[config.mk]
export PLATFORM = sky130hd
export DESIGN_NAME = gpio_value_and_input_config
export DESIGN_NICKNAME = d
export VERILOG_FILES = /design/src/common/gpio_cfg_pkg.sv /design/src/hw/input_function_decode.sv /design/src/hw/pin_route_mux.sv /design/src/hw/gpio_value_and_input_config.sv
export SDC_FILE = /design/constraint.sdc
export NUM_CORES = 1
export LEC_CHECK = 0
export BUFFER_PORTS_ARGS = -buffer_cell sky130_fd_sc_hd__buf_2
export CAP_MARGIN = 5
export CORE_MARGIN = 2
export CORE_UTILIZATION = 44
export DETAILED_ROUTE_END_ITERATION = 6
export PLACE_DENSITY = 0.76
export SYNTH_ARGS = -nofsm -noshare
export SYNTH_HDL_FRONTEND = slang
export SYNTH_SLANG_ARGS = --single-unit
[constraint.sdc]
create_clock -name i_clock -period 1.59 [get_ports i_clock]
set_input_delay 0.0795 -clock i_clock [delete_from_list [all_inputs] [get_ports i_clock]]
set_output_delay 0.0795 -clock i_clock [all_outputs]
set_load 0.05 [all_outputs]
[src/common/gpio_cfg_pkg.sv]
// gpio value and input function package: register map, fields, resets
// assumes byte-wide registers reached over a 32-bit avalon-mm slave
package gpio_cfg_pkg;

  // ==========================================================
  // register offsets (byte addresses = 4 * index)
  localparam logic [7:0] IDX_OUTPUT_VALUE   = 8'h29;
  localparam logic [7:0] IDX_IO_MONITOR     = 8'h2a;
  localparam logic [7:0] IDX_IN_FUNC_SEL_A  = 8'h2b;
  localparam logic [7:0] IDX_IN_FUNC_SEL_B  = 8'h2c;
  localparam logic [7:0] IDX_PIN_DIRECTION  = 8'h30;

  // ==========================================================
  // field positions
  localparam int BIDIR_VAL_BIT  = 7;
  localparam int OUT_PIN1_BIT   = 6;
  localparam int OUT_PIN4_BIT   = 3;
  localparam int MON_BIT        = 7;
  localparam int DIR_BIDIR_BIT  = 4;
  localparam int FUNC_HI_LSB    = 4;
  localparam int FUNC_LO_LSB    = 0;
  localparam int FUNC_W         = 3;

  // ==========================================================
  // reset values and write masks
  localparam logic [7:0] VALUE_RESET = 8'h00;
  localparam logic [7:0] VALUE_MASK  = 8'hf8;
  localparam logic [7:0] FUNC_RESET  = 8'h00;
  localparam logic [7:0] FUNC_MASK   = 8'h77;
  localparam logic [7:0] DIR_RESET   = 8'h00;
  localparam logic [7:0] DIR_MASK    = 8'h1f;
  localparam logic [7:0] MON_RESET   = 8'h00;

  // ==========================================================
  // input pin function codes
  localparam logic [2:0] FN_DISABLED   = 3'h0;
  localparam logic [2:0] FN_GEN_INPUT  = 3'h1;
  localparam logic [2:0] FN_MCLK       = 3'h2;
  localparam logic [2:0] FN_CHAIN_DATA = 3'h3;
  localparam logic [2:0] FN_PDM_A      = 3'h4;
  localparam logic [2:0] FN_PDM_B      = 3'h5;
  localparam logic [2:0] FN_PDM_C      = 3'h6;
  localparam logic [2:0] FN_PDM_D      = 3'h7;

  typedef enum logic [1:0] {
    BUS_IDLE,
    BUS_ANSWER
  } bus_state_t;

endpackage

[src/hw/input_function_decode.sv]
// decodes one input pin's 3-bit function field into one-hot selects
// assumes the field comes from a register and the pin is synchronous
`timescale 1ns/100ps
module input_function_decode
  import gpio_cfg_pkg::*;
(
  // function field
  input  wire logic [2:0] i_function,
  // decoded selects
  output logic            o_gen_input,
  output logic            o_mclk,
  output logic            o_chain_data,
  output logic [3:0]      o_pdm
);

  // ==========================================================
  // decode, every code yields exactly one or no select
  always_comb begin
    o_gen_input  = 1'b0;
    o_mclk       = 1'b0;
    o_chain_data = 1'b0;
    o_pdm        = 4'h0;
    case (i_function)
      FN_DISABLED:   o_gen_input  = 1'b0; // RQ4
      FN_GEN_INPUT:  o_gen_input  = 1'b1; // RQ4
      FN_MCLK:       o_mclk       = 1'b1; // RQ4
      FN_CHAIN_DATA: o_chain_data = 1'b1; // RQ4
      FN_PDM_A:      o_pdm[0]     = 1'b1; // RQ5
      FN_PDM_B:      o_pdm[1]     = 1'b1; // RQ5
      FN_PDM_C:      o_pdm[2]     = 1'b1; // RQ5
      FN_PDM_D:      o_pdm[3]     = 1'b1; // RQ5
      default:       o_gen_input  = 1'b0;
    endcase
  end

endmodule

[src/hw/pin_route_mux.sv]
// routes the four input pins onto the functions chosen for them
// assumes one-hot selects per pin; lowest pin wins on a conflict
`timescale 1ns/100ps
module pin_route_mux #(
  parameter int PINS = 4
) (
  // pin levels and per-pin selects
  input  wire logic [PINS-1:0] i_pins,
  input  wire logic [PINS-1:0] i_sel,
  // routed level and presence flag
  output logic                 o_level,
  output logic                 o_any
);

  // ==========================================================
  // priority pick: two pins on one function is a software slip
  always_comb begin
    o_level = 1'b0;
    o_any   = 1'b0;
    for (int p = PINS - 1; p >= 0; p--) begin
      if (i_sel[p]) begin
        o_level = i_pins[p];
        o_any   = 1'b1;
      end
    end
  end

endmodule

[src/hw/gpio_value_and_input_config.sv]
// gpio value, monitor and input function registers with pin routing
// assumes avalon-mm master on i_clock, pins synchronous to i_clock
//
// Summary of operation
// RQ1: bidirectional pin as output drives output value bit 7.
// RQ2: output pins one to four drive value bits 6, 5, 4, 3.
// RQ3: monitor bit 7 shows bidirectional pin input level; other bits zero.
// RQ4: input function codes 0-3: disabled, input, master clock, chain data.
// RQ5: codes 4-7 route pin to pdm data for pairs 1-2 to 7-8.
// RQ6: input pin two function sits in bits 2-0 of select a.
// RQ7: input pin three in bits 6-4 of select b; bits 7,3 reserved.
// RQ8: all value, monitor and function fields reset to zero.
// RQ9: input pin four function sits in bits 2-0 of select b.
// RQ10: reserved bits ignore writes and read back zero.
//
// The implementer's own choice: the Avalon-MM interface to the registers.
`timescale 1ns/100ps
module gpio_value_and_input_config
  import gpio_cfg_pkg::*;
#(
  parameter int IN_PINS  = 4,
  parameter int OUT_PINS = 4
) (
  // clock, reset, enable
  input  wire logic                i_clock,
  input  wire logic                i_reset_n,
  input  wire logic                i_clk_en,
  // avalon-mm slave
  input  wire logic [9:0]          i_address,
  input  wire logic                i_read,
  input  wire logic                i_write,
  input  wire logic [31:0]         i_writedata,
  input  wire logic [3:0]          i_byteenable,
  output logic [31:0]              o_readdata,
  output logic                     o_waitrequest,
  output logic [1:0]               o_response,
  // bidirectional pin
  input  wire logic                i_bidir_pin,
  output logic                     o_bidir_pin,
  output logic                     o_bidir_pin_oe,
  // output-only pins
  output logic [OUT_PINS-1:0]      o_out_pins,
  output logic [OUT_PINS-1:0]      o_out_pins_en,
  // input pins and routed functions
  input  wire logic [IN_PINS-1:0]  i_in_pins,
  output logic [IN_PINS-1:0]       o_in_general_level,
  output logic                     o_mclk,
  output logic                     o_mclk_valid,
  output logic                     o_chain_audio_data_in,
  output logic                     o_chain_valid,
  output logic [3:0]               o_pdm_data_in,
  output logic [3:0]               o_pdm_valid
);

  // ==========================================================
  // registers
  logic [7:0]       output_value_ff;
  logic [7:0]       io_monitor_ff;
  logic [7:0]       in_func_sel_a_ff;
  logic [7:0]       in_func_sel_b_ff;
  logic [7:0]       pin_direction_ff;
  bus_state_t       bus_state_ff;
  logic [7:0]       nxt_rdata;
  logic             hit;
  logic [7:0]       idx;
  logic             wr_lane0;
  logic [7:0]       wdata;

  assign idx      = i_address[9:2];
  assign wr_lane0 = i_write && i_byteenable[0];
  assign wdata    = i_writedata[7:0];

  // address decode; unmapped offsets answer with a slave error
  always_comb begin
    hit       = 1'b1;
    nxt_rdata = 8'h00;
    case (idx)
      IDX_OUTPUT_VALUE:  nxt_rdata = output_value_ff;
      IDX_IO_MONITOR:    nxt_rdata = io_monitor_ff;
      IDX_IN_FUNC_SEL_A: nxt_rdata = in_func_sel_a_ff;
      IDX_IN_FUNC_SEL_B: nxt_rdata = in_func_sel_b_ff;
      IDX_PIN_DIRECTION: nxt_rdata = pin_direction_ff;
      default:           hit = 1'b0;
    endcase
  end

  // ==========================================================
  // bus handshake: one wait cycle, answer on the second edge
  logic take;
  assign take = (bus_state_ff == BUS_IDLE) && (i_read || i_write);

  // state: a taken request always spends exactly one answer cycle
  always_ff @(posedge i_clock) begin
    if (!i_reset_n) begin
      bus_state_ff <= BUS_IDLE;
    end else if (i_clk_en) begin
      case (bus_state_ff)
        BUS_IDLE: begin
          if (take) begin
            bus_state_ff <= BUS_ANSWER;
          end
        end
        BUS_ANSWER: begin
          bus_state_ff <= BUS_IDLE;
        end
        default: begin
          bus_state_ff <= BUS_IDLE;
        end
      endcase
    end
  end

  // waitrequest drops for the answer cycle only, so the request
  // is still up at the edge where the master sees it low
  always_ff @(posedge i_clock) begin
    if (!i_reset_n) begin
      o_waitrequest <= 1'b1;
    end else if (i_clk_en) begin
      o_waitrequest <= !take;
    end
  end

  // read data and response latched as the request is taken
  always_ff @(posedge i_clock) begin
    if (!i_reset_n) begin
      o_readdata <= 32'h00000000;
      o_response <= 2'h0;
    end else if (i_clk_en && take) begin
      o_readdata <= {24'h000000, nxt_rdata};
      o_response <= hit ? 2'h0 : 2'h2;
    end
  end

  // write strobe taken in the cycle the request is accepted
  logic wr_go;
  assign wr_go = take && wr_lane0;

  // ==========================================================
  // output value register, reserved low bits masked off
  always_ff @(posedge i_clock) begin
    if (!i_reset_n) begin
      output_value_ff <= VALUE_RESET; // RQ8
    end else if (i_clk_en && wr_go && idx == IDX_OUTPUT_VALUE) begin
      output_value_ff <= wdata & VALUE_MASK; // RQ10
    end
  end

  // function select registers; bits 7 and 3 stay zero
  always_ff @(posedge i_clock) begin
    if (!i_reset_n) begin
      in_func_sel_a_ff <= FUNC_RESET; // RQ8
      in_func_sel_b_ff <= FUNC_RESET; // RQ8
    end else if (i_clk_en && wr_go) begin
      if (idx == IDX_IN_FUNC_SEL_A) begin
        in_func_sel_a_ff <= wdata & FUNC_MASK; // RQ7
      end
      if (idx == IDX_IN_FUNC_SEL_B) begin
        in_func_sel_b_ff <= wdata & FUNC_MASK; // RQ10
      end
    end
  end

  // direction register: bit 4 bidir as output, bits 3-0 out pins on
  always_ff @(posedge i_clock) begin
    if (!i_reset_n) begin
      pin_direction_ff <= DIR_RESET;
    end else if (i_clk_en && wr_go && idx == IDX_PIN_DIRECTION) begin
      pin_direction_ff <= wdata & DIR_MASK;
    end
  end

  // ==========================================================
  // monitor: sampled only while the bidir pin is a general input
  always_ff @(posedge i_clock) begin
    if (!i_reset_n) begin
      io_monitor_ff <= MON_RESET; // RQ8
    end else if (i_clk_en) begin
      if (!pin_direction_ff[DIR_BIDIR_BIT]) begin
        io_monitor_ff <= {i_bidir_pin, 7'h00}; // RQ3
      end
    end
  end

  // ==========================================================
  // pin drivers, registered so outputs come straight from flops
  // bidirectional pin: value and enable move on the same edge
  always_ff @(posedge i_clock) begin
    if (!i_reset_n) begin
      o_bidir_pin    <= 1'b0;
      o_bidir_pin_oe <= 1'b0;
    end else if (i_clk_en) begin
      o_bidir_pin    <= output_value_ff[BIDIR_VAL_BIT]; // RQ1
      o_bidir_pin_oe <= pin_direction_ff[DIR_BIDIR_BIT];
    end
  end

  // output-only pins: [3] is pin one, down to [0] for pin four
  always_ff @(posedge i_clock) begin
    if (!i_reset_n) begin
      o_out_pins    <= '0;
      o_out_pins_en <= '0;
    end else if (i_clk_en) begin
      o_out_pins    <= output_value_ff[OUT_PIN1_BIT:OUT_PIN4_BIT]; // RQ2
      o_out_pins_en <= pin_direction_ff[OUT_PINS-1:0];
    end
  end

  // ==========================================================
  // per-pin function decode
  logic [2:0]         pin_func [IN_PINS];
  logic [IN_PINS-1:0] sel_gen;
  logic [IN_PINS-1:0] sel_mclk;
  logic [IN_PINS-1:0] sel_chain;
  logic [3:0]         sel_pdm [IN_PINS];

  assign pin_func[0] = in_func_sel_a_ff[FUNC_HI_LSB +: FUNC_W]; // RQ4
  assign pin_func[1] = in_func_sel_a_ff[FUNC_LO_LSB +: FUNC_W]; // RQ6
  assign pin_func[2] = in_func_sel_b_ff[FUNC_HI_LSB +: FUNC_W]; // RQ7
  assign pin_func[3] = in_func_sel_b_ff[FUNC_LO_LSB +: FUNC_W]; // RQ9

  genvar gp;
  generate
    for (gp = 0; gp < IN_PINS; gp++) begin : g_dec
      input_function_decode u_dec (
        .i_function   (pin_func[gp]),
        .o_gen_input  (sel_gen[gp]),
        .o_mclk       (sel_mclk[gp]),
        .o_chain_data (sel_chain[gp]),
        .o_pdm        (sel_pdm[gp])
      );
    end
  endgenerate

  // ==========================================================
  // routing of pins onto functions
  logic       mclk_lvl;
  logic       mclk_any;
  logic       chain_lvl;
  logic       chain_any;
  logic [3:0] pdm_lvl;
  logic [3:0] pdm_any;

  pin_route_mux #(.PINS(IN_PINS)) u_mclk (
    .i_pins  (i_in_pins),
    .i_sel   (sel_mclk),
    .o_level (mclk_lvl),
    .o_any   (mclk_any)
  );

  pin_route_mux #(.PINS(IN_PINS)) u_chain (
    .i_pins  (i_in_pins),
    .i_sel   (sel_chain),
    .o_level (chain_lvl),
    .o_any   (chain_any)
  );

  genvar gq;
  generate
    for (gq = 0; gq < 4; gq++) begin : g_pdm
      logic [IN_PINS-1:0] col;
      for (genvar gr = 0; gr < IN_PINS; gr++) begin : g_col
        assign col[gr] = sel_pdm[gr][gq];
      end
      pin_route_mux #(.PINS(IN_PINS)) u_pdm (
        .i_pins  (i_in_pins),
        .i_sel   (col),
        .o_level (pdm_lvl[gq]),
        .o_any   (pdm_any[gq])
      );
    end
  endgenerate

  // general inputs; disabled or otherwise routed pins read as low
  always_ff @(posedge i_clock) begin
    if (!i_reset_n) begin
      o_in_general_level <= '0;
    end else if (i_clk_en) begin
      o_in_general_level <= i_in_pins & sel_gen; // RQ4
    end
  end

  // master clock input and its presence flag
  always_ff @(posedge i_clock) begin
    if (!i_reset_n) begin
      o_mclk       <= 1'b0;
      o_mclk_valid <= 1'b0;
    end else if (i_clk_en) begin
      o_mclk       <= mclk_lvl; // RQ4
      o_mclk_valid <= mclk_any;
    end
  end

  // daisy-chain audio data input and its presence flag
  always_ff @(posedge i_clock) begin
    if (!i_reset_n) begin
      o_chain_audio_data_in <= 1'b0;
      o_chain_valid         <= 1'b0;
    end else if (i_clk_en) begin
      o_chain_audio_data_in <= chain_lvl; // RQ4
      o_chain_valid         <= chain_any;
    end
  end

  // pdm data inputs, one per channel pair, with presence flags
  always_ff @(posedge i_clock) begin
    if (!i_reset_n) begin
      o_pdm_data_in <= 4'h0;
      o_pdm_valid   <= 4'h0;
    end else if (i_clk_en) begin
      o_pdm_data_in <= pdm_lvl; // RQ5
      o_pdm_valid   <= pdm_any; // RQ5
    end
  end

endmodule

==> impl_metrics.yaml <==
run_status:
  status: "finished clean"
clock_network:
  cts_buffers: 9
  root_buffer: "clkbuf_8"
  htreeDepth: 3
  postCtsSetupRepairBufs: 0
  cts.sinks: 60
  path_clk_slew_ns: 0.07
  clock_path_buffers: 2
  clock_latency_ns: 0.35
  cts_tree: "yes"
floorplan:
  core_area_um2: 6790
  die-area_um2: 7690
  ios: 117
  initial_core_util: 0.454
  row_count: 30
  fp.dieH_um: 87.7
  die_w_um: 87.7
synth:
  syn-instance-count: 336
  synth_top_cell_area_share: 0.390
  yosysMostFrequentCell: "dfxtp_1"
  ys_seq_elements: 60
  netlist_area_um2: 3080
  synthTopCellsByCount: "dfxtp_1, nor2_1, mux2i_1"
  synthArstFlopShare: 0
  synth-edff-count: 0
  yosysUniqueCellTypes: 48
  yosysWarnings: 0
  ys.flop_type: "dfxtp_1"
  ys_seq_area_frac: 0.390
  synth_area_leaders: "dfxtp_1, mux2i_1, buf_4"
  syn_avg_cell_area_um2: 9.17
  yosysTopAreaCell: "dfxtp_1"
route:
  drcViolationCount: 0
  drt_pass1_iterations: 4
  vias: 2707
  ant_nets: 0
  wire_per_inst_um: 15.0
  drt_iter0_markers: 152
  vias_per_cell: 5.34
  wirelength_um: 7620
critical_path:
  cp_data_required_time_ns: 1.83
  crit_type: "register to register"
  cp_max_fo: 6
  crit_path_end_kind: "register"
  crit_path_start_kind: "register"
  crit_arrival_ns: 1.79
placement:
  dp_hpwl_um: 5480
  gp_congestion: 0.852
  io_buffers: 62
  place_ws_ns: -0.0235
power_and_ir_drop:
  power_leakage_nw: 1.72
  p_sw_frac: 0.296
  ir_worst_vdd_mv: 0.562
  p_comb_frac: 0.135
  p_per_area_nw_per_um2: 839
  p_switching_mw: 0.913
  internal_power_mw: 2.17
  power_frac_seq: 0.498
  pwr-share-clk: 0.367
timing:
  hold_viol_final: 0
  worst_slack_ns: 0.0338
  finalSetupTns_ns: 0
  setup_viol: 0
  skew_ns: 0.00624
  fmax_ghz: 0.643
  slew_viol_final: 0
  rsz0062_at_grt: "true"
  fin_crit_sh: 0.979
  period_needed_ns: 1.56
final_layout:
  diodes: 0
  final.fill_count: 641
  final_nets: 463
  area_delta_synth_final_pct: 19.2
  drive_gt1_frac: 0.260
global_routing:
  grt_pass1_vias: 2479
  grt_pass1_wl_um: 11900
  track_usage: 0.202
  grt_max_degree: 43
  antenna_found_initial: 0
  globalRoute.totalOverflow: 0
hold_path:
  hp-class: "primary input to register"
run:
  cap_viol_max_count: 0
timing repair:
item                                   in CTS  in global routing
setup endpoints to repair                   0                  7
gates resized for setup                     0                  4
hold buffers                                7                  0
endpoints found under the hold margin      11                  0
critical path, stage by stage (launching register included):
cell	delay, ns
dfxtp_2	0.33
and4b_2	0.31
or4b_4	0.56
mux2i_1	0.21
nor2_1	0.05
power groups by stage:
stage	Clock, mW	Combinational [mW]	Sequential, mW
finish	1.13	0.415	1.54
detailed placement	0	0.398	1.57
global placement	0	0.394	1.57
global route	1.21	0.441	1.54
CTS	1.16	0.412	1.54
floorplan	0	0.278	1.63
layout by cell type (no fill, tap or decap), types with 3 or more instances in the layout:
cell type,n
nand3_1,3
nor4bb_1,3
a31oi_1,10
buf_2,62
a22o_1,11
nand3b_1,5
nor2_1,46
a32o_1,6
nor3b_1,6
mux2i_1,38
nand4_1,5
o21ai_0,16
o21ai_1,3
a21oi_1,8
nand2_1,9
mux2_2,5
and4b_1,3
nand2b_1,3
inv_1,5
and3b_1,6
clkbuf_8,9
conb_1,25
buf_4,17
dfxtp_1,59
clkinv_2,3
dlygate4sd3_1,7
cells by family (layout without fill, tap and decap cells):
logic type,count (synthesis),in the layout,share of synthesized area
AO/OA/AOI/OAI,69,69,0.158
flip-flops,60,60,0.390
buffers and inverters,56,107,0.105
other,1,25,0.00122
multiplexers,43,43,0.142
AND/OR/NAND/NOR,107,107,0.205
stage by stage:
stage	cells	utilization	power (mW)	area, um^2	hold WS (ns)
after detailed placement	485	0.505	1.97	3430	0.334
after floorplan	360	-	1.91	3170	0.218
after global placement	485	0.505	1.96	3430	0.321
after CTS	507	0.539	3.11	3660	0.00425
final	507	0.541	3.08	3670	0.0125
after global routing	507	0.541	3.19	3670	0.0312
final timing paths:
check	from	endpoint	slack (ns)	depth (start not counted)
worst max register to register	bus_state_ff[0]$_SDFFE_PN0P_	in_func_sel_a_ff[4]$_SDFFE_PN0P_	0.03	4
worst min register to register	o_in_general_level[1]$_SDFFE_PN0P_	o_in_general_level[1]$_SDFFE_PN0P_	0.47	2
worst min-delay path	i_writedata[6]	in_func_sel_a_ff[6]$_SDFFE_PN0P_	0.01	3
worst max-delay path	bus_state_ff[0]$_SDFFE_PN0P_	in_func_sel_a_ff[4]$_SDFFE_PN0P_	0.03	4
final cells by class:
cell class                      count  area, um^2  area share
Timing Repair Buffer               87         519       0.141
Clock buffer                       10         128      0.0348
Inverter                            5        18.8     0.00511
Tap cell                           96         120      0.0327
Clock inverter                      5        30.0     0.00818
Sequential cell                    60        1200       0.327
Multi-Input combinational cell    244        1650       0.450
registers in the layout (all words and copies together) (netlist names), 5 cells and up:
register / flops
in_func_sel_b_ff: 6
output_value_ff: 5
pin_direction_ff: 5
o_readdata: 8
in_func_sel_a_ff: 6
routing by layer:
metal | global-route usage | wire, um
met5 | 0 | 0
met4 | 0.0755 | 156
met3 | 0.0641 | 506
met2 | 0.323 | 3550
met1 | 0.257 | 3410
Note: power is estimated with default switching activity, not from simulation.
